File: src/config_loader_defs.vh
// Purpose: Shared constants for the configuration programming control block
// Assumes: Included by bare name from the design files
// Notes: Pin order in the synchroniser vector is fixed here
`ifndef CONFIG_LOADER_DEFS_VH
`define CONFIG_LOADER_DEFS_VH

// Master clock divider, half period of the generated SPI clock
`define DIV_W 3
`define SCK_HALF_CYC 3'h7

// Flash read command and image locations
`define FLASH_READ_CMD 8'h03
`define PRIMARY_ADDR 24'h00_1000
`define GOLDEN_ADDR 24'h10_0000
`define CMD_BITS 6'h20
`define CMD_MSB 31
`define BYTE_LAST_BIT 3'h7

// Image header byte layout
`define HDR_ENC_BIT 7
`define HDR_VER_MSB 6

// Stream phase index
`define IDX_HDR 2'h0
`define IDX_LEN 2'h1
`define IDX_DATA 2'h2

// Length byte values of interest
`define LEN_ZERO 8'h00
`define LEN_LAST 8'h01

// Session source codes
`define SRC_NONE 2'h0
`define SRC_MASTER 2'h1
`define SRC_SLAVE 2'h2
`define SRC_JTAG 2'h3

// Straps are caught one cycle after the counter reaches this value after reset release
`define BOOT_WAIT 2'h3

// Pin synchroniser vector: trst, tristate, mode, miso, mosi, ss, clk
`define PIN_N 7
`define PIN_RST 7'h02
`define PIN_CLK 0
`define PIN_SS 1
`define PIN_MOSI 2
`define PIN_MISO 3
`define PIN_MODE 4
`define PIN_TRI 5
`define PIN_TRST 6

// Stream buffer shape
`define FIFO_WIDTH 8
`define FIFO_DEPTH 16
`define FIFO_AW 4

`define DIGEST_REGIONS 5

`endif

File: src/stream_fifo.v
// Purpose: Flip-flop FIFO with valid/ready on both sides
// Assumes: DEPTH is a power of two equal to 2**AW
// Notes: Full and empty come from an occupancy count
`default_nettype none

module stream_fifo #(
	parameter WIDTH = 8,
	parameter DEPTH = 16,
	parameter AW = 4
) (
	// Clock and reset
	input wire clk,
	input wire rst_n,
	// Fill side
	input wire in_valid,
	output wire in_ready,
	input wire [WIDTH-1:0] in_data,
	// Drain side
	output wire out_valid,
	input wire out_ready,
	output wire [WIDTH-1:0] out_data
);

	localparam [AW:0] FULL = DEPTH[AW:0];
	localparam [AW:0] EMPTY = {(AW+1){1'b0}};

	reg [WIDTH-1:0] mem [0:DEPTH-1];
	reg [AW-1:0] wr;
	reg [AW-1:0] rd;
	reg [AW:0] cnt;
	wire push;
	wire pop;

	// Handshakes and honest full/empty
	assign in_ready = (cnt != FULL);
	assign out_valid = (cnt != EMPTY);
	assign out_data = mem[rd];
	assign push = in_valid && in_ready;
	assign pop = out_valid && out_ready;

	// Storage write
	always @(posedge clk)
	begin
		if (push)
			mem[wr] <= in_data;
	end

	// Pointers and occupancy
	always @(posedge clk or negedge rst_n)
	begin
		if (!rst_n)
		begin
			wr <= {AW{1'b0}};
			rd <= {AW{1'b0}};
			cnt <= {(AW+1){1'b0}};
		end
		else
		begin
			if (push)
				wr <= wr + 1'b1;
			if (pop)
				rd <= rd + 1'b1;
			if (push && !pop)
				cnt <= cnt + 1'b1;
			else if (pop && !push)
				cnt <= cnt - 1'b1;
		end
	end

endmodule // stream_fifo

`default_nettype wire

File: src/config_programming_control.v
// Purpose: Configuration programming and protection control
// Assumes: Bitstream bytes: header, length, then data bytes
// Notes: SPI pins are sampled on SYS_CLK; the SPI clock is a plain input
`include "config_loader_defs.vh"
`default_nettype none

module config_programming_control (
	// Clock and reset
	input wire SYS_CLK,
	input wire RESET_N,
	// Dedicated SPI pins
	input wire SPI_CLK_I,
	output reg SPI_CLK_O,
	output reg SPI_CLK_OE,
	input wire SPI_SS_N_I,
	output reg SPI_SS_N_O,
	output reg SPI_SS_N_OE,
	input wire SPI_MOSI_I,
	output reg SPI_MOSI_O,
	output reg SPI_MOSI_OE,
	input wire SPI_MISO_I,
	output reg SPI_MISO_O,
	output reg SPI_MISO_OE,
	// Dedicated SPI mode and enable pins
	input wire SPI_MODE_MASTER,
	input wire SPI_TRISTATE,
	// JTAG side
	input wire JTAG_TRST_N,
	input wire JTAG_UNSUSPEND,
	input wire [7:0] JTAG_DATA,
	input wire JTAG_VALID,
	output wire JTAG_READY,
	// Non-volatile settings and power-up status
	input wire SUSPEND_NV,
	input wire AUTO_UPDATE_EN,
	input wire DEVICE_BLANK,
	input wire RECOVERY_PENDING,
	input wire [6:0] CURRENT_VERSION,
	// User SPI access primitive
	input wire USER_SPI_REQ,
	input wire USER_SPI_CLK,
	input wire USER_SPI_SS_N,
	input wire USER_SPI_MOSI,
	output reg USER_SPI_MISO,
	output wire USER_SPI_GRANT,
	// Configuration array write port
	output wire [7:0] PROG_DATA,
	output wire PROG_VALID,
	input wire PROG_READY,
	// Programming status
	output wire PROG_BUSY,
	output reg PROG_DONE,
	output reg PROG_REJECT,
	output reg SLAVE_OVERRUN,
	output wire SUSPEND_ACTIVE,
	output wire CTRL_HALTED,
	// Integrity
	input wire [`DIGEST_REGIONS-1:0] DIGEST_FAIL,
	input wire DIGEST_CLEAR,
	output reg DIGEST_TAMPER
);

	localparam [3:0] M_IDLE = 4'h1;
	localparam [3:0] M_CMD = 4'h2;
	localparam [3:0] M_READ = 4'h4;
	localparam [3:0] M_DONE = 4'h8;
	localparam [7:0] READ_CMD = `FLASH_READ_CMD;

	// Majority of three latch copies
	function vote3;
		input [2:0] v;
		begin
			vote3 = (v[0] & v[1]) | (v[1] & v[2]) | (v[0] & v[2]);
		end
	endfunction

	// Header accept: encrypted, and newer when asked
	function hdr_accept;
		input [7:0] b;
		input newer_only;
		input [6:0] cur;
		begin
			hdr_accept = b[`HDR_ENC_BIT] &&
				(!newer_only || (b[`HDR_VER_MSB:0] > cur));
		end
	endfunction

	reg rst_s1;
	reg rst_n;
	reg [`PIN_N-1:0] pin_m;
	reg [`PIN_N-1:0] pin_s;
	reg clk_d;
	reg ss_d;
	reg [1:0] boot_cnt;
	reg strap_done;
	reg mode_master;
	reg boot_pend;
	reg [2:0] triple_redundant_latch;
	reg [`DIV_W-1:0] div;
	reg [3:0] mst;
	reg sck;
	reg ss_n;
	reg mosi;
	reg [`CMD_MSB:0] cmd_sr;
	reg [5:0] bitcnt;
	reg [7:0] rx;
	reg m_stb;
	reg [7:0] m_byte;
	reg newer_only;
	reg [7:0] s_sr;
	reg [2:0] s_cnt;
	reg s_stb;
	reg [7:0] s_byte;
	reg [1:0] sess_src;
	reg [1:0] idx;
	reg [7:0] remain;
	reg skip;

	wire clk_s = pin_s[`PIN_CLK];
	wire ss_s = pin_s[`PIN_SS];
	wire mosi_s = pin_s[`PIN_MOSI];
	wire miso_s = pin_s[`PIN_MISO];
	wire tri_s = pin_s[`PIN_TRI];
	wire suspended = vote3(triple_redundant_latch);
	wire tick = (div == `SCK_HALF_CYC);
	wire may_run = !suspended && !tri_s;
	wire fifo_ready;
	wire boot_go = (mst == M_IDLE) && boot_pend && may_run;
	wire m_start = boot_go && mode_master &&
		(RECOVERY_PENDING || DEVICE_BLANK || AUTO_UPDATE_EN);
	wire m_active = (mst == M_CMD) || (mst == M_READ);
	wire slave_on = strap_done && !mode_master && may_run;
	wire s_ok = s_stb && ((sess_src == `SRC_NONE) ||
		(sess_src == `SRC_SLAVE));
	wire s_end = (sess_src == `SRC_SLAVE) && ss_s && !ss_d;
	wire j_stb = JTAG_VALID && JTAG_READY;
	wire any_stb = m_stb || s_ok || j_stb;
	wire [7:0] any_byte = m_stb ? m_byte : (s_ok ? s_byte : JTAG_DATA);
	wire [1:0] stb_src = m_stb ? `SRC_MASTER :
		(s_ok ? `SRC_SLAVE : `SRC_JTAG);
	wire hdr_ok = hdr_accept(any_byte, newer_only && m_stb,
		CURRENT_VERSION);
	wire sess_end = any_stb && (((idx == `IDX_HDR) && !hdr_ok) ||
		((idx == `IDX_LEN) && (any_byte == `LEN_ZERO)) ||
		((idx == `IDX_DATA) && (remain == `LEN_LAST)));
	wire push = any_stb && (idx == `IDX_DATA) && !skip;
	wire ctrl_own = m_active || (sess_src == `SRC_SLAVE);

	// JTAG bytes only when idle or own session, never while suspended
	assign JTAG_READY = strap_done && !suspended && fifo_ready &&
		((sess_src == `SRC_NONE) || (sess_src == `SRC_JTAG));
	assign USER_SPI_GRANT = USER_SPI_REQ && !tri_s && !ctrl_own;
	assign PROG_BUSY = (sess_src != `SRC_NONE);
	assign SUSPEND_ACTIVE = suspended;
	assign CTRL_HALTED = suspended || !strap_done;

	// Reset release through two flip-flops
	always @(posedge SYS_CLK or negedge RESET_N)
	begin
		if (!RESET_N)
		begin
			rst_s1 <= 1'b0;
			rst_n <= 1'b0;
		end
		else
		begin
			rst_s1 <= 1'b1;
			rst_n <= rst_s1;
		end
	end

	// Pin synchronisers and edge history
	always @(posedge SYS_CLK or negedge rst_n)
	begin
		if (!rst_n)
		begin
			pin_m <= `PIN_RST;
			pin_s <= `PIN_RST;
			clk_d <= 1'b0;
			ss_d <= 1'b1;
		end
		else
		begin
			pin_m <= {JTAG_TRST_N, SPI_TRISTATE, SPI_MODE_MASTER,
				SPI_MISO_I, SPI_MOSI_I, SPI_SS_N_I, SPI_CLK_I};
			pin_s <= pin_m;
			clk_d <= clk_s;
			ss_d <= ss_s;
		end
	end

	// Straps and the redundant suspend latch
	always @(posedge SYS_CLK or negedge rst_n)
	begin
		if (!rst_n)
		begin
			boot_cnt <= 2'h0;
			strap_done <= 1'b0;
			mode_master <= 1'b0;
			boot_pend <= 1'b0;
			triple_redundant_latch <= 3'h0;
		end
		else
		begin
			if (boot_cnt != `BOOT_WAIT)
				boot_cnt <= boot_cnt + 1'b1;
			if (boot_cnt == `BOOT_WAIT && !strap_done)
			begin
				strap_done <= 1'b1;
				mode_master <= pin_s[`PIN_MODE];
				boot_pend <= 1'b1;
				triple_redundant_latch <= {3{SUSPEND_NV}};
			end
			else if (pin_s[`PIN_TRST] && JTAG_UNSUSPEND)
				triple_redundant_latch <= 3'h0;
			else
				triple_redundant_latch <= {3{suspended}};
			if (boot_go)
				boot_pend <= 1'b0;
		end
	end

	// SPI clock divider enable
	always @(posedge SYS_CLK or negedge rst_n)
	begin
		if (!rst_n)
			div <= {`DIV_W{1'b0}};
		else
			div <= tick ? {`DIV_W{1'b0}} : div + 1'b1;
	end

	// Master flash fetch at power-up
	always @(posedge SYS_CLK or negedge rst_n)
	begin
		if (!rst_n)
		begin
			mst <= M_IDLE;
			sck <= 1'b0;
			ss_n <= 1'b1;
			mosi <= 1'b0;
			cmd_sr <= 32'h0000_0000;
			bitcnt <= 6'h00;
			rx <= 8'h00;
			m_stb <= 1'b0;
			m_byte <= 8'h00;
			newer_only <= 1'b0;
		end
		else
		begin
			m_stb <= 1'b0;
			case (mst)
			M_IDLE:
			begin
				if (boot_go && !m_start)
					mst <= M_DONE;
				else if (m_start)
				begin
					mst <= M_CMD;
					ss_n <= 1'b0;
					bitcnt <= 6'h00;
					newer_only <= AUTO_UPDATE_EN && !DEVICE_BLANK &&
						!RECOVERY_PENDING;
					// Command goes out MSB first
					mosi <= READ_CMD[`BYTE_LAST_BIT];
					if (RECOVERY_PENDING)
						cmd_sr <= {`FLASH_READ_CMD, `GOLDEN_ADDR};
					else
						cmd_sr <= {`FLASH_READ_CMD, `PRIMARY_ADDR};
				end
			end
			M_CMD:
			begin
				if (tick && may_run)
				begin
					if (!sck)
					begin
						sck <= 1'b1;
						bitcnt <= bitcnt + 1'b1;
					end
					else if (bitcnt == `CMD_BITS)
					begin
						sck <= 1'b0;
						mst <= M_READ;
						bitcnt <= 6'h00;
					end
					else
					begin
						sck <= 1'b0;
						mosi <= cmd_sr[`CMD_MSB-1];
						cmd_sr <= {cmd_sr[`CMD_MSB-1:0], 1'b0};
					end
				end
			end
			M_READ:
			begin
				if (sess_end)
				begin
					mst <= M_DONE;
					ss_n <= 1'b1;
					sck <= 1'b0;
				end
				// Hold the clock low while the buffer is full
				else if (tick && may_run && (sck || fifo_ready))
				begin
					sck <= !sck;
					if (!sck)
					begin
						rx <= {rx[6:0], miso_s};
						bitcnt <= bitcnt + 1'b1;
						if (bitcnt[2:0] == `BYTE_LAST_BIT)
						begin
							m_stb <= 1'b1;
							m_byte <= {rx[6:0], miso_s};
						end
					end
				end
			end
			M_DONE:
				mst <= M_DONE;
			default:
				mst <= M_IDLE;
			endcase
		end
	end

	// Slave byte capture on sampled clock rises
	always @(posedge SYS_CLK or negedge rst_n)
	begin
		if (!rst_n)
		begin
			s_sr <= 8'h00;
			s_cnt <= 3'h0;
			s_stb <= 1'b0;
			s_byte <= 8'h00;
		end
		else
		begin
			s_stb <= 1'b0;
			if (!slave_on || ss_s)
				s_cnt <= 3'h0;
			else if (clk_s && !clk_d)
			begin
				s_sr <= {s_sr[6:0], mosi_s};
				s_cnt <= s_cnt + 1'b1;
				if (s_cnt == `BYTE_LAST_BIT)
				begin
					s_stb <= 1'b1;
					s_byte <= {s_sr[6:0], mosi_s};
				end
			end
		end
	end

	// Session: header check, length, data into the buffer
	always @(posedge SYS_CLK or negedge rst_n)
	begin
		if (!rst_n)
		begin
			sess_src <= `SRC_NONE;
			idx <= `IDX_HDR;
			remain <= 8'h00;
			skip <= 1'b0;
			PROG_DONE <= 1'b0;
			PROG_REJECT <= 1'b0;
			SLAVE_OVERRUN <= 1'b0;
		end
		else
		begin
			if (m_start || (any_stb && sess_src == `SRC_NONE))
			begin
				PROG_DONE <= 1'b0;
				PROG_REJECT <= 1'b0;
				SLAVE_OVERRUN <= 1'b0;
				skip <= 1'b0;
				sess_src <= m_start ? `SRC_MASTER : stb_src;
			end
			if (push && !fifo_ready)
				SLAVE_OVERRUN <= 1'b1;
			if (s_end)
			begin
				sess_src <= `SRC_NONE;
				idx <= `IDX_HDR;
				if (idx != `IDX_HDR)
					PROG_REJECT <= 1'b1;
			end
			else if (sess_end)
			begin
				sess_src <= `SRC_NONE;
				idx <= `IDX_HDR;
				if (idx == `IDX_HDR && !any_byte[`HDR_ENC_BIT])
					PROG_REJECT <= 1'b1;
				else if (idx != `IDX_HDR)
					PROG_DONE <= 1'b1;
			end
			else if (any_stb)
			begin
				if (idx == `IDX_HDR)
					idx <= `IDX_LEN;
				else if (idx == `IDX_LEN)
				begin
					idx <= `IDX_DATA;
					remain <= any_byte;
				end
				else
					remain <= remain - 1'b1;
			end
		end
	end

	// Pin drivers: controller, user primitive, or released
	always @(posedge SYS_CLK or negedge rst_n)
	begin
		if (!rst_n)
		begin
			SPI_CLK_O <= 1'b0;
			SPI_CLK_OE <= 1'b0;
			SPI_SS_N_O <= 1'b1;
			SPI_SS_N_OE <= 1'b0;
			SPI_MOSI_O <= 1'b0;
			SPI_MOSI_OE <= 1'b0;
			SPI_MISO_O <= 1'b0;
			SPI_MISO_OE <= 1'b0;
			USER_SPI_MISO <= 1'b0;
		end
		else
		begin
			SPI_CLK_O <= USER_SPI_GRANT ? USER_SPI_CLK : sck;
			SPI_SS_N_O <= USER_SPI_GRANT ? USER_SPI_SS_N : ss_n;
			SPI_MOSI_O <= USER_SPI_GRANT ? USER_SPI_MOSI : mosi;
			SPI_CLK_OE <= !tri_s && (USER_SPI_GRANT || m_active);
			SPI_SS_N_OE <= !tri_s && (USER_SPI_GRANT || m_active);
			SPI_MOSI_OE <= !tri_s && (USER_SPI_GRANT || m_active);
			SPI_MISO_O <= 1'b0;
			SPI_MISO_OE <= 1'b0;
			USER_SPI_MISO <= miso_s;
		end
	end

	// Sticky tamper flag, a new mismatch beats the clear
	always @(posedge SYS_CLK or negedge rst_n)
	begin
		if (!rst_n)
			DIGEST_TAMPER <= 1'b0;
		else if (|DIGEST_FAIL)
			DIGEST_TAMPER <= 1'b1;
		else if (DIGEST_CLEAR)
			DIGEST_TAMPER <= 1'b0;
	end

	// Decrypted-side buffer toward the configuration array
	stream_fifo #(
		.WIDTH(`FIFO_WIDTH),
		.DEPTH(`FIFO_DEPTH),
		.AW(`FIFO_AW)
	) u_fifo (
		.clk(SYS_CLK),
		.rst_n(rst_n),
		.in_valid(push),
		.in_ready(fifo_ready),
		.in_data(any_byte),
		.out_valid(PROG_VALID),
		.out_ready(PROG_READY),
		.out_data(PROG_DATA)
	);

endmodule // config_programming_control

`default_nettype wire

File: config.mk
export PLATFORM = sky130hd
export DESIGN_NAME = config_programming_control
export DESIGN_NICKNAME = d
export VERILOG_FILES = /design/src/stream_fifo.v /design/src/config_programming_control.v
export VERILOG_INCLUDE_DIRS = /design/src
export SDC_FILE = /design/constraint.sdc
export NUM_CORES = 1
export LEC_CHECK = 0
export BUFFER_PORTS_ARGS = -buffer_cell sky130_fd_sc_hd__buf_2
export CAP_MARGIN = 0
export CORE_MARGIN = 10
export CORE_UTILIZATION = 30
export DETAILED_ROUTE_END_ITERATION = 6
export SLEW_MARGIN = 30
export SYNTH_ARGS = -nofsm -noshare
export SYNTH_HDL_FRONTEND = slang
export SYNTH_SLANG_ARGS = --single-unit
export TNS_END_PERCENT = 1
File: constraint.sdc
create_clock -name SYS_CLK -period 8.2 [get_ports SYS_CLK]
set_clock_uncertainty 0.1 [all_clocks]
set_input_delay 1.64 -clock SYS_CLK [delete_from_list [all_inputs] [get_ports SYS_CLK]]
set_output_delay 1.64 -clock SYS_CLK [all_outputs]
set_load 0.01 [all_outputs]
* Word-level counts from Yosys, hierarchy flattened
Memories as Yosys holds them, arrays and structs flattened.
Cells that the tools add are included.
** Operators by class
- Add/sub/neg operators :: 9
- Order comparisons :: 1
- Equality and inequality tests :: 29
- Multiplexer cells :: 86
- Bitwise operators :: 11
- Reduce and logical (&&, ||, !) cells :: 104
** Operator list (number)
- 31-bit 2-to-1 mux :: 5
- 31-bit one-hot mux with 2 select lines :: 1
- 6-bit 2-to-1 mux :: 8
- 1-bit 2-to-1 mux :: 40
- 1-bit logical AND :: 39
- 4-bit 2-to-1 mux :: 6
- 8-bit 2-to-1 mux :: 3
- 21-bit 2-to-1 mux :: 1
- 2-bit 2-to-1 mux :: 10
- 2-bit nonzero test :: 10
- 1-bit zero test :: 18
- 6-bit one-hot mux with 3 select lines :: 1
- 1-bit logical OR :: 16
- 2-bit != test (second input constant) :: 8
- 4-bit one-hot mux with 4 select lines :: 1
- 3-bit 2-to-1 mux :: 5
- 4-bit AND reduction :: 3
- 5-bit 2-to-1 mux :: 2
- 5-bit AND reduction :: 2
- 3-bit equality test (second input constant) :: 3
- 3-bit by 2-bit != test with 1-bit output (second input constant) :: 3
- 3-bit AND reduction :: 3
- 3-bit nonzero test :: 3
- 4-bit by 1-bit adder with 4-bit output (second input constant) :: 2
- other kinds (29) :: 47
** Storage, ports and cells
- Register bits :: 143
- Bits in writable memories :: 128
- Input bits :: 41
- Output and inout port bits :: 27
- Word-level logic and storage cells :: 282
- Memories kept :: 1
** Memory list
- u_fifo.mem :: words 16, bits a word 8, rd ports 1, clocked after Yosys merged registers in 0, wr ports 1, line stream_fifo.v:27 : reg [WIDTH-1:0] mem [0:DEPTH-1];

* Logic depth before layout (Yosys ltp)
Gate-level depths: netlist of the first run.
- Word-level depth :: 16
- Depth in mapped cells :: 16
- Depth with buffers taken out :: 14

* Hierarchy
Synthesis of the first run repeated with hierarchy kept, for this count alone.
** Second synthesis, totals
- Cells, all modules :: 854
- Area, all modules :: 11277.1 um2
** Modules (own cells, without submodules)
- stream_fifo :: instances 1, cells each 318, area an instance 5816.8 um2, sequential area each 4169.0 um2
- config_programming_control :: instances 1, cells each 536, area an instance 5460.2 um2, sequential area each 2910.3 um2

* Worst setup path before layout of the first run
Ideal clock, no wire load.
- Path kind :: input-to-reg
- From :: input port JTAG_DATA[3]
- To :: register sess_src[1]
- Setup time :: 0.111 ns
- Arrival :: 4.246 ns
- Required time :: 7.989 ns
- Path slack :: 3.743 ns
- Stages :: 11
- Buffers on the path :: 1
- Cell sequence :: mux2i_1 > a21boi_0 > ha_1 > nand4_1 > nor3_1 > nor4_1 > a211oi_2 > nand2b_1 > buf_2 > or2_1 > a2111oi_2
** Between the ends
- Longest elaborated chain between the ends :: 12
- Elaborated cells between the ends (all ways) :: 15
- Classes of those cells :: 1 x order compare; 4 x mux; 10 x reduce/logical
** Ends and longest elaborated chain
- start: declaration :: line config_programming_control.v:30 : input wire [7:0] JTAG_DATA,
- 8-bit 2-to-1 mux (*) (2 in series) :: line config_programming_control.v:138 : wire [7:0] any_byte = m_stb ? m_byte : (s_ok ? s_byte : JTAG_DATA);
- named net any_byte[3] :: line config_programming_control.v:138
- 7-bit greater-than comparator :: line config_programming_control.v:84 : (!newer_only || (b[`HDR_VER_MSB:0] > cur));
- 1-bit logical OR :: line config_programming_control.v:84
- 1-bit logical AND :: line config_programming_control.v:83 : hdr_accept = b[`HDR_ENC_BIT] &&
- 1-bit zero test :: line config_programming_control.v:143 : wire sess_end = any_stb && (((idx == `IDX_HDR) && !hdr_ok) ||
- 1-bit logical AND :: line config_programming_control.v:143
- 1-bit logical OR (*) (2 in series) :: line config_programming_control.v:143
- 1-bit logical AND (*) :: line config_programming_control.v:143
- 2-bit 2-to-1 mux :: line config_programming_control.v:386 : else if (sess_end)
- 2-bit 2-to-1 mux :: line config_programming_control.v:379 : if (s_end)
- end signal: assignment :: line config_programming_control.v:375 : sess_src <= m_start ? `SRC_MASTER : stb_src;
- end signal: assignment :: line config_programming_control.v:381 : sess_src <= `SRC_NONE;
- end signal: assignment :: line config_programming_control.v:388 : sess_src <= `SRC_NONE;
- end: declaration :: line config_programming_control.v:114 : reg [1:0] sess_src;
The timed path passes the listed nets; every way through them passes the cells marked *.
A chain may end at the register's enable or synchronous reset.

* Worst setup path after layout of the first run
- From :: register u_fifo.rd[0]
- To :: output port PROG_DATA[6]
** Between the ends
- Longest elaborated chain between the ends :: 1
** Ends and longest elaborated chain
- start: declaration :: line stream_fifo.v:29 : reg [AW-1:0] rd;
- start signal: assignment :: line stream_fifo.v:54 : rd <= {AW{1'b0}};
- start signal: assignment :: line stream_fifo.v:62 : rd <= rd + 1'b1;
- memory 16 x 8 bit
- end: declaration :: line config_programming_control.v:47 : output wire [7:0] PROG_DATA,
No other way between the ends.

==> flow_metrics.py, run 1 <==
metrics = {
    "route": {
        "final_antenna_net_count": 0,
        "wl_per_cell_um": 17.7,
        "wirelength_mm": 24.1,
        "drc": 0,
        "drt_first_pass_iters": 5,
        "vias": 6550,
        "vias_per_cell": 4.82,
        "drt_iter0_markers": 459,
    },
    "layout": {
        "drive_gt1_share_pct": 24.3,
        "fin_nets": 942,
        "diodes": 0,
        "fin_area_um2": 12900,
        "areaGrowthSynthToFinish_pct": 15.5,
        "fin_util_pct": 35.3,
        "instances_no_fill": 1360,
    },
    "hold_path": {
        "min_path_type": "flop to flop",
    },
    "critical_path": {
        "crit_chain": "buf_4 > mux4_2 > mux4_2 > buf_2",
        "crit_required_ns": 6.46,
        "slowest_delay_ns": 0.60,
        "cp_num_buf_inv": 2,
        "crit_fanout": 35,
        "end_kind": "primary output",
        "worst-setup-path-type": "flop to primary output",
        "slowest_stage": "mux4_2",
        "worstSetupStartpointType": "flop",
        "worstPathArrival_ns": 2.77,
        "critPathTopFamily": "multiplexers",
        "crit_top_cell": "mux4_2",
    },
    "place": {
        "place_ws_ns": 3.16,
        "dp.cells": 1312,
        "port_buffers": 65,
        "place_hpwl_mm": 16.3,
        "postPlaceCellArea_um2": 12000,
        "gp_congestion": 0.817,
    },
    "clock_tree": {
        "cts.htree.levels": 1,
        "tritoncts": "built",
        "cts_buffer_depth": 3,
        "cts_hold_buf": 0,
        "clk_latency_ns": 0.52,
        "cts_setup_buffers": 0,
        "cts_resized": 0,
        "clock-root-buffer": "clkbuf_16",
        "cts_buffers": 26,
        "clock-sinks": 257,
        "clk_pin_slew_ns": 0.07,
    },
    "pwr": {
        "power_frac_comb_pct": 24.1,
        "finalPower_mw": 3.80,
        "switching_share_pct": 29.6,
        "p_per_area_nw_per_um2": 294,
        "seqPwrFrac_pct": 43.9,
        "peakVddDrop_v": 0.000166,
        "power.internal_mw": 2.68,
        "net-switching-power_mw": 1.13,
        "p_leak_nw": 5.10,
        "p_clk_share_pct": 32.0,
    },
    "sta": {
        "hold_ws_ns": 0.250,
        "tns_ns": 0,
        "rsz0062_at_grt": "no",
        "final-hold-violation-count": 0,
        "fin_ws_ns": 3.69,
        "post-route-period-util_pct": 54.9,
        "fmax_mhz": 222,
        "relSlewSlack_pct": 40.2,
        "slew_viol_final": 0,
        "setup_viol": 0,
        "worst_slew_pin_slew_ns": 0.897,
        "period_needed_ns": 4.51,
    },
    "floorplan": {
        "die_w_um": 213,
        "io_pins": 68,
        "fp-row-count": 70,
        "core_um2": 36700,
        "dieArea_um2": 45500,
        "start_util_pct": 30.5,
        "die_h_um": 213,
    },
    "global_routing": {
        "grt_max_degree": 69,
        "grt_antenna_before_repair": 0,
        "overflow": 0,
        "grt.total_usage_pct": 10.6,
        "grt_first_pass_wirelength_mm": 37.6,
        "grt_pass1_vias": 6544,
    },
    "synth": {
        "ys_warn_count": 0,
        "synth-seq-area-share_pct": 63.2,
        "synth-async-reset-ratio_pct": 50.2,
        "synth_seq_cells": 257,
        "ys_types": 70,
        "synth_area_um2": 11200,
        "synthCells": 803,
        "ys.flop_type": "edfxtp_1",
        "syn_avg_cell_area_um2": 14.0,
        "synth_edf_count": 128,
    },
    "status": {
        "outcome": "finished clean",
    },
    "run": {
        "cap_viol_max_count": 0,
    },
}
[kinds of logic after synthesis]
kind of cell	share of synthesized area (%)
flip-flops	63.2
AND/OR/NAND/NOR	10.7
other	0.0670
adder cells (fa/ha/maj)	3.31
AO/OA/AOI/OAI	7.23
buffers and inverters	2.22
XOR/XNOR	1.02
multiplexers	12.2
[state kept, by name, summed over array words and instances, names as in the netlist, 3 cells and up]
register and count:
m_byte 8, bitcnt 6, u_fifo.wr 4, cmd_sr 19, pin_s 7, mst 4
rx 7, remain 8, u_fifo.mem 128, s_byte 8, u_fifo.cnt 5, div 3
pin_m 7, s_sr 7, s_cnt 3, u_fifo.rd 4
[metal layers]
layer  wire length [µm]  global-route usage [%]
met4                376                    2.47
met5                  0                       0
met2              11700                    17.6
met1              10800                    13.7
met3               1270                    2.60
[path summary, 6_finish.rpt]
kind                                     startpoint                     to  slack [ns]  depth (start not counted)
max                        u_fifo.rd[0]$_DFFE_PN0P_           PROG_DATA[6]        3.69                          4
min                                rst_s1$_DFF_PN0_        rst_n$_DFF_PN0_        0.25                          0
max reg2reg                 sess_src[0]$_DFFE_PN0P_  m_byte[2]$_DFFE_PN0P_        3.83                         13
min reg2reg                        rst_s1$_DFF_PN0_        rst_n$_DFF_PN0_        0.25                          0
max in group asynchronous           rst_n$_DFF_PN0_  remain[7]$_DFFE_PN0P_        6.62                          1
min in group asynchronous           rst_n$_DFF_PN0_     pin_s[6]$_DFF_PN0_        0.31                          0
[worst register-to-register path: stages, from the launching register on]
cell and delay, ns:
dfrtp_1 0.37, inv_1 0.09, ha_1 0.33, o21a_1 0.53, mux2i_1 0.17, o21ai_2 0.59
ha_1 0.38, nand4_1 0.13, nor3_1 0.08, nor4_1 0.34, a211oi_2 0.14, nand4b_4 0.33
nor2_4 0.30, mux2_2 0.37
[layout by cell type, fill, tap and decap left out, types with 5 or more instances in the layout]
master	instances
dfrtp_1	120
o21ai_2	7
or2_2	5
nor2_1	37
nand3_1	11
a21oi_1	28
nor2b_1	6
nand2b_1	10
mux2_2	32
ha_1	28
nor3_1	12
dfstp_2	6
clkbuf_16	27
clkbuf_1	8
buf_2	65
nand4_1	5
mux4_2	40
inv_1	28
buf_4	5
edfxtp_1	128
nand2_1	94
xnor2_1	10
o21ai_0	37
mux2i_1	11
and2_1	23
nor4_1	6
[synthesized netlist by cell type, types with 10 or more instances]
cell / number / share of area [%]
a21oi_1: 28 / 1.3
and2_1: 23 / 1.3
clkbuf_1: 17 / 0.57
dfrtp_1: 123 / 27
edfxtp_1: 128 / 34
ha_1: 28 / 3.1
inv_1: 28 / 0.94
mux2_2: 32 / 3.2
mux2i_1: 11 / 0.98
mux4_2: 40 / 8.0
nand2_1: 94 / 3.1
nand2b_1: 10 / 0.56
nand3_1: 11 / 0.49
nor2_1: 38 / 1.3
nor3_1: 12 / 0.54
o21ai_0: 42 / 1.9
xnor2_1: 10 / 0.78
[final cells by class]
type / instances / area [µm²]
timing repair buffer: 71 / 374
sequential: 257 / 7090
inverter: 28 / 105
clock buffer: 39 / 761
multi-input combinational: 488 / 3910
fill: 3519 / 23800
clock inverter: 9 / 120
tap: 468 / 586
[power by group through the flow]
stage / logic [mW] / clock network, mW / registers [mW]
detailed placement: 0.936 / 0 / 1.70
global route: 1.02 / 1.31 / 1.70
floorplan: 0.721 / 0 / 1.61
finish: 0.917 / 1.22 / 1.67
global placement: 0.923 / 0 / 1.69
CTS: 0.938 / 1.25 / 1.67
(Power assumes the default switching activity.)
==> run 2: changes to the inputs <==
--- a/config.mk
+++ b/config.mk
@@ -6,6 +6,7 @@
 export SDC_FILE = /design/constraint.sdc
 export NUM_CORES = 1
 export LEC_CHECK = 0
+export ABC_AREA = 1
 export BUFFER_PORTS_ARGS = -buffer_cell sky130_fd_sc_hd__buf_2
 export CAP_MARGIN = 0
 export CORE_MARGIN = 10
==> constraint.sdc (replaced) <==
create_clock -name SYS_CLK -period 4.54 [get_ports SYS_CLK]
set_clock_uncertainty 0.1 [all_clocks]
set_input_delay 0.908 -clock SYS_CLK [delete_from_list [all_inputs] [get_ports SYS_CLK]]
set_output_delay 0.908 -clock SYS_CLK [all_outputs]
set_load 0.01 [all_outputs]
==> run 2 against run 1 <==
- die area rose by 1.7%
- register-to-register slack got worse by 2.6 ns
- sequential share of layout area fell by 1.2 points
- routed wire length rose by 5.6%
- non-clock buffer count rose by 2
- worst setup slack got worse by 2.8 ns
- sequential cell count did not move
- cell count rose by 20%
- final area rose by 2.1%
- count of clock-buffer cells in the layout fell by 4
==> flow_metrics.py, run 2 <==
metrics = {
    "critical_path": {
        "critPathTopFamily": "buffers and inverters",
        "r2r-start": "sess_src[0]$_DFFE_PN0P_",
        "worstPathArrival_ns": 2.62,
        "cp_num_buf_inv": 3,
        "reg2reg_slack_ns": 1.19,
        "crit_required_ns": 3.53,
        "crit_chain": "inv_1 > buf_4 > nor2_1 > o32ai_1 > o211ai_1 > nand2_1 > buf_2",
        "worstSetupStartpointType": "flop",
        "r2r_end": "bitcnt[3]$_DFFE_PN0P_",
        "slowest_stage": "inv_1",
        "crit_fanout": 21,
        "slowest_delay_ns": 0.58,
        "ff2ff_path_depth": 20,
        "worst-setup-path-type": "flop to primary output",
        "end_kind": "primary output",
    },
    "sta": {
        "rsz0062_at_grt": "no",
        "period_needed_ns": 3.63,
        "tns_ns": 0,
        "fmax_mhz": 275,
        "post-route-period-util_pct": 80.0,
        "fin_ws_ns": 0.908,
        "relSlewSlack_pct": 36.7,
        "final-hold-violation-count": 0,
        "setup_viol": 0,
        "worst_slew_pin_slew_ns": 0.947,
        "slew_viol_final": 0,
    },
    "pwr": {
        "p_clk_share_pct": 31.2,
        "p_per_area_nw_per_um2": 570,
        "seqPwrFrac_pct": 38.4,
        "net-switching-power_mw": 2.63,
        "power.internal_mw": 4.90,
        "switching_share_pct": 34.9,
        "power_frac_comb_pct": 30.4,
        "peakVddDrop_v": 0.000338,
        "p_leak_nw": 5.49,
    },
    "run": {
        "cap_viol_max_count": 0,
    },
    "route": {
        "drc": 0,
        "wirelength_mm": 25.4,
        "vias_per_cell": 4.60,
        "drt_first_pass_iters": 5,
        "drt_iter0_markers": 508,
        "final_antenna_net_count": 0,
        "wl_per_cell_um": 15.5,
        "vias": 7525,
    },
    "place": {
        "place_hpwl_mm": 16.8,
        "gp_congestion": 0.829,
        "port_buffers": 65,
        "place_ws_ns": 1.05,
    },
    "synth": {
        "synth-async-reset-ratio_pct": 50.2,
        "synth_top_area_share_pct": 33.7,
        "synth_common_cells": "nand2_1 (159), edfxtp_1 (128), dfrtp_1 (123)",
        "yosysMostFrequentCell": "nand2_1",
        "synthCells": 1038,
        "synthTopCellsByArea": "edfxtp_1 (34%), dfrtp_1 (27%), nand2_1 (5.2%), inv_1 (3.6%), nor2_1 (3.6%)",
        "ys.flop_type": "edfxtp_1",
        "synth-seq-area-share_pct": 62.0,
        "ys_warn_count": 0,
        "synth_edf_count": 128,
        "synth_seq_cells": 257,
        "synth_top_area_cell": "edfxtp_1",
        "ys_types": 59,
        "syn_avg_cell_area_um2": 11.0,
        "synth_area_um2": 11400,
    },
    "global_routing": {
        "grt.total_usage_pct": 11.0,
        "grt_first_pass_wirelength_mm": 42.0,
        "overflow": 0,
        "grt_pass1_vias": 7863,
        "grt_antenna_before_repair": 2,
        "grt_max_degree": 92,
    },
    "clock_tree": {
        "clk_latency_ns": 0.54,
        "cts_resized": 0,
        "tritoncts": "built",
        "cts_buffers": 28,
        "cts.htree.levels": 1,
        "clk_pin_slew_ns": 0.06,
        "cts_setup_buffers": 0,
        "cts_hold_buf": 0,
        "cts_buffer_depth": 3,
        "clock-root-buffer": "clkbuf_16",
        "clock-sinks": 257,
    },
    "floorplan": {
        "die_w_um": 215,
        "io_pins": 68,
        "start_util_pct": 30.4,
        "dieArea_um2": 46200,
        "fp-row-count": 71,
        "core_um2": 37600,
        "die_h_um": 215,
    },
    "layout": {
        "fin_nets": 1172,
        "final_common_cell": "nand2_1",
        "largest_reg_flops": 128,
        "fillCellCount": 3746,
        "drive_gt1_share_pct": 16.5,
        "reg.largest.list": "u_fifo.mem x128, cmd_sr x19",
        "regMostFlops": "u_fifo.mem",
        "final_cell_mix": "nand2_1 (159), edfxtp_1 (128), dfrtp_1 (121)",
        "areaGrowthSynthToFinish_pct": 15.8,
    },
    "status": {
        "outcome": "finished clean",
    },
    "hold_path": {
        "min_path_type": "input port to async pin",
    },
}
## run 2: cells by family (layout without fill, tap and decap cells)
logic type | Yosys count | in the layout | synth area share [%]
XOR/XNOR | 15 | 15 | 1.15
adder cells (fa/ha/maj) | 29 | 29 | 3.25
other | 2 | 4 | 0.0658
flip-flops | 257 | 257 | 62.0
buffers and inverters | 155 | 240 | 5.69
AO/OA/AOI/OAI | 180 | 180 | 10.1
AND/OR/NAND/NOR | 371 | 371 | 15.1
multiplexers | 29 | 29 | 2.58
## run 2: cell type report
type	instances	area, µm²	area share [%]
Antenna cell	1	2.50	0.0189
Tap cell	511	639	4.84
Clock buffer	35	768	5.81
Clock inverter	17	191	1.45
Multi-Input combinational cell	627	3700	28.0
Timing Repair Buffer	73	398	3.01
Inverter	115	432	3.27
Sequential cell	257	7080	53.6
## run 2: through the flow
step	util, %	instance area (µm²)	instances	power [mW]	hold WS [ns]
after CTS	35.1	13200	1635	7.59	0.0249
after floorplan	-	11400	1039	4.59	0.231
final	35.2	13200	1636	7.53	0.0431
after global placement	32.6	12200	1583	5.19	0.226
after detailed placement	32.6	12200	1583	5.23	0.235
after global routing	35.2	13200	1635	8.03	0.0173
## run 2: power groups by stage
stage,clock network (mW),logic (mW),registers [mW]
after global placement,0,2.27,2.93
after global routing,2.51,2.60,2.92
final,2.35,2.29,2.89
after CTS,2.39,2.31,2.89
after detailed placement,0,2.30,2.93
after floorplan,0,1.70,2.90
## run 2: worst max-delay path by stage
stage                                   from                   endpoint  cells past startpoint
floorplan                    rst_n$_DFF_PN0_  DIGEST_TAMPER$_DFFE_PN0P_                      0
global placement                JTAG_DATA[3]      remain[1]$_DFFE_PN0P_                     17
detailed placement              JTAG_DATA[3]      remain[3]$_DFFE_PN0P_                     17
CTS                 u_fifo.rd[0]$_DFFE_PN0P_               PROG_DATA[1]                      7
global route        u_fifo.rd[0]$_DFFE_PN0P_               PROG_DATA[7]                      7
finish              u_fifo.rd[0]$_DFFE_PN0P_               PROG_DATA[1]                      7
## run 2: per-layer routing
layer  GRT usage, %  up-vias  share of wire (%)
met1           14.8     3621                 47
met3           2.79       47                5.7
met4           2.79        2                2.1
li1               -     3689                  -
met5              0        -              0.035
met2           17.4      166                 45
## run 2: worst register-to-register path, stage by stage (launching register included)
cell	delay, ns
dfrtp_1	0.37
inv_1	0.11
ha_1	0.20
inv_2	0.07
nand2_4	0.11
nand2_4	0.10
nand3b_1	0.12
nand3_1	0.14
inv_1	0.39
ha_1	0.33
a21o_1	0.18
nor2_1	0.09
nand2_1	0.07
a21oi_1	0.15
nor2_2	0.07
nand2_4	0.10
nand2_8	0.09
nand3_4	0.16
nand2_2	0.14
nand3_1	0.10
nand2_1	0.05
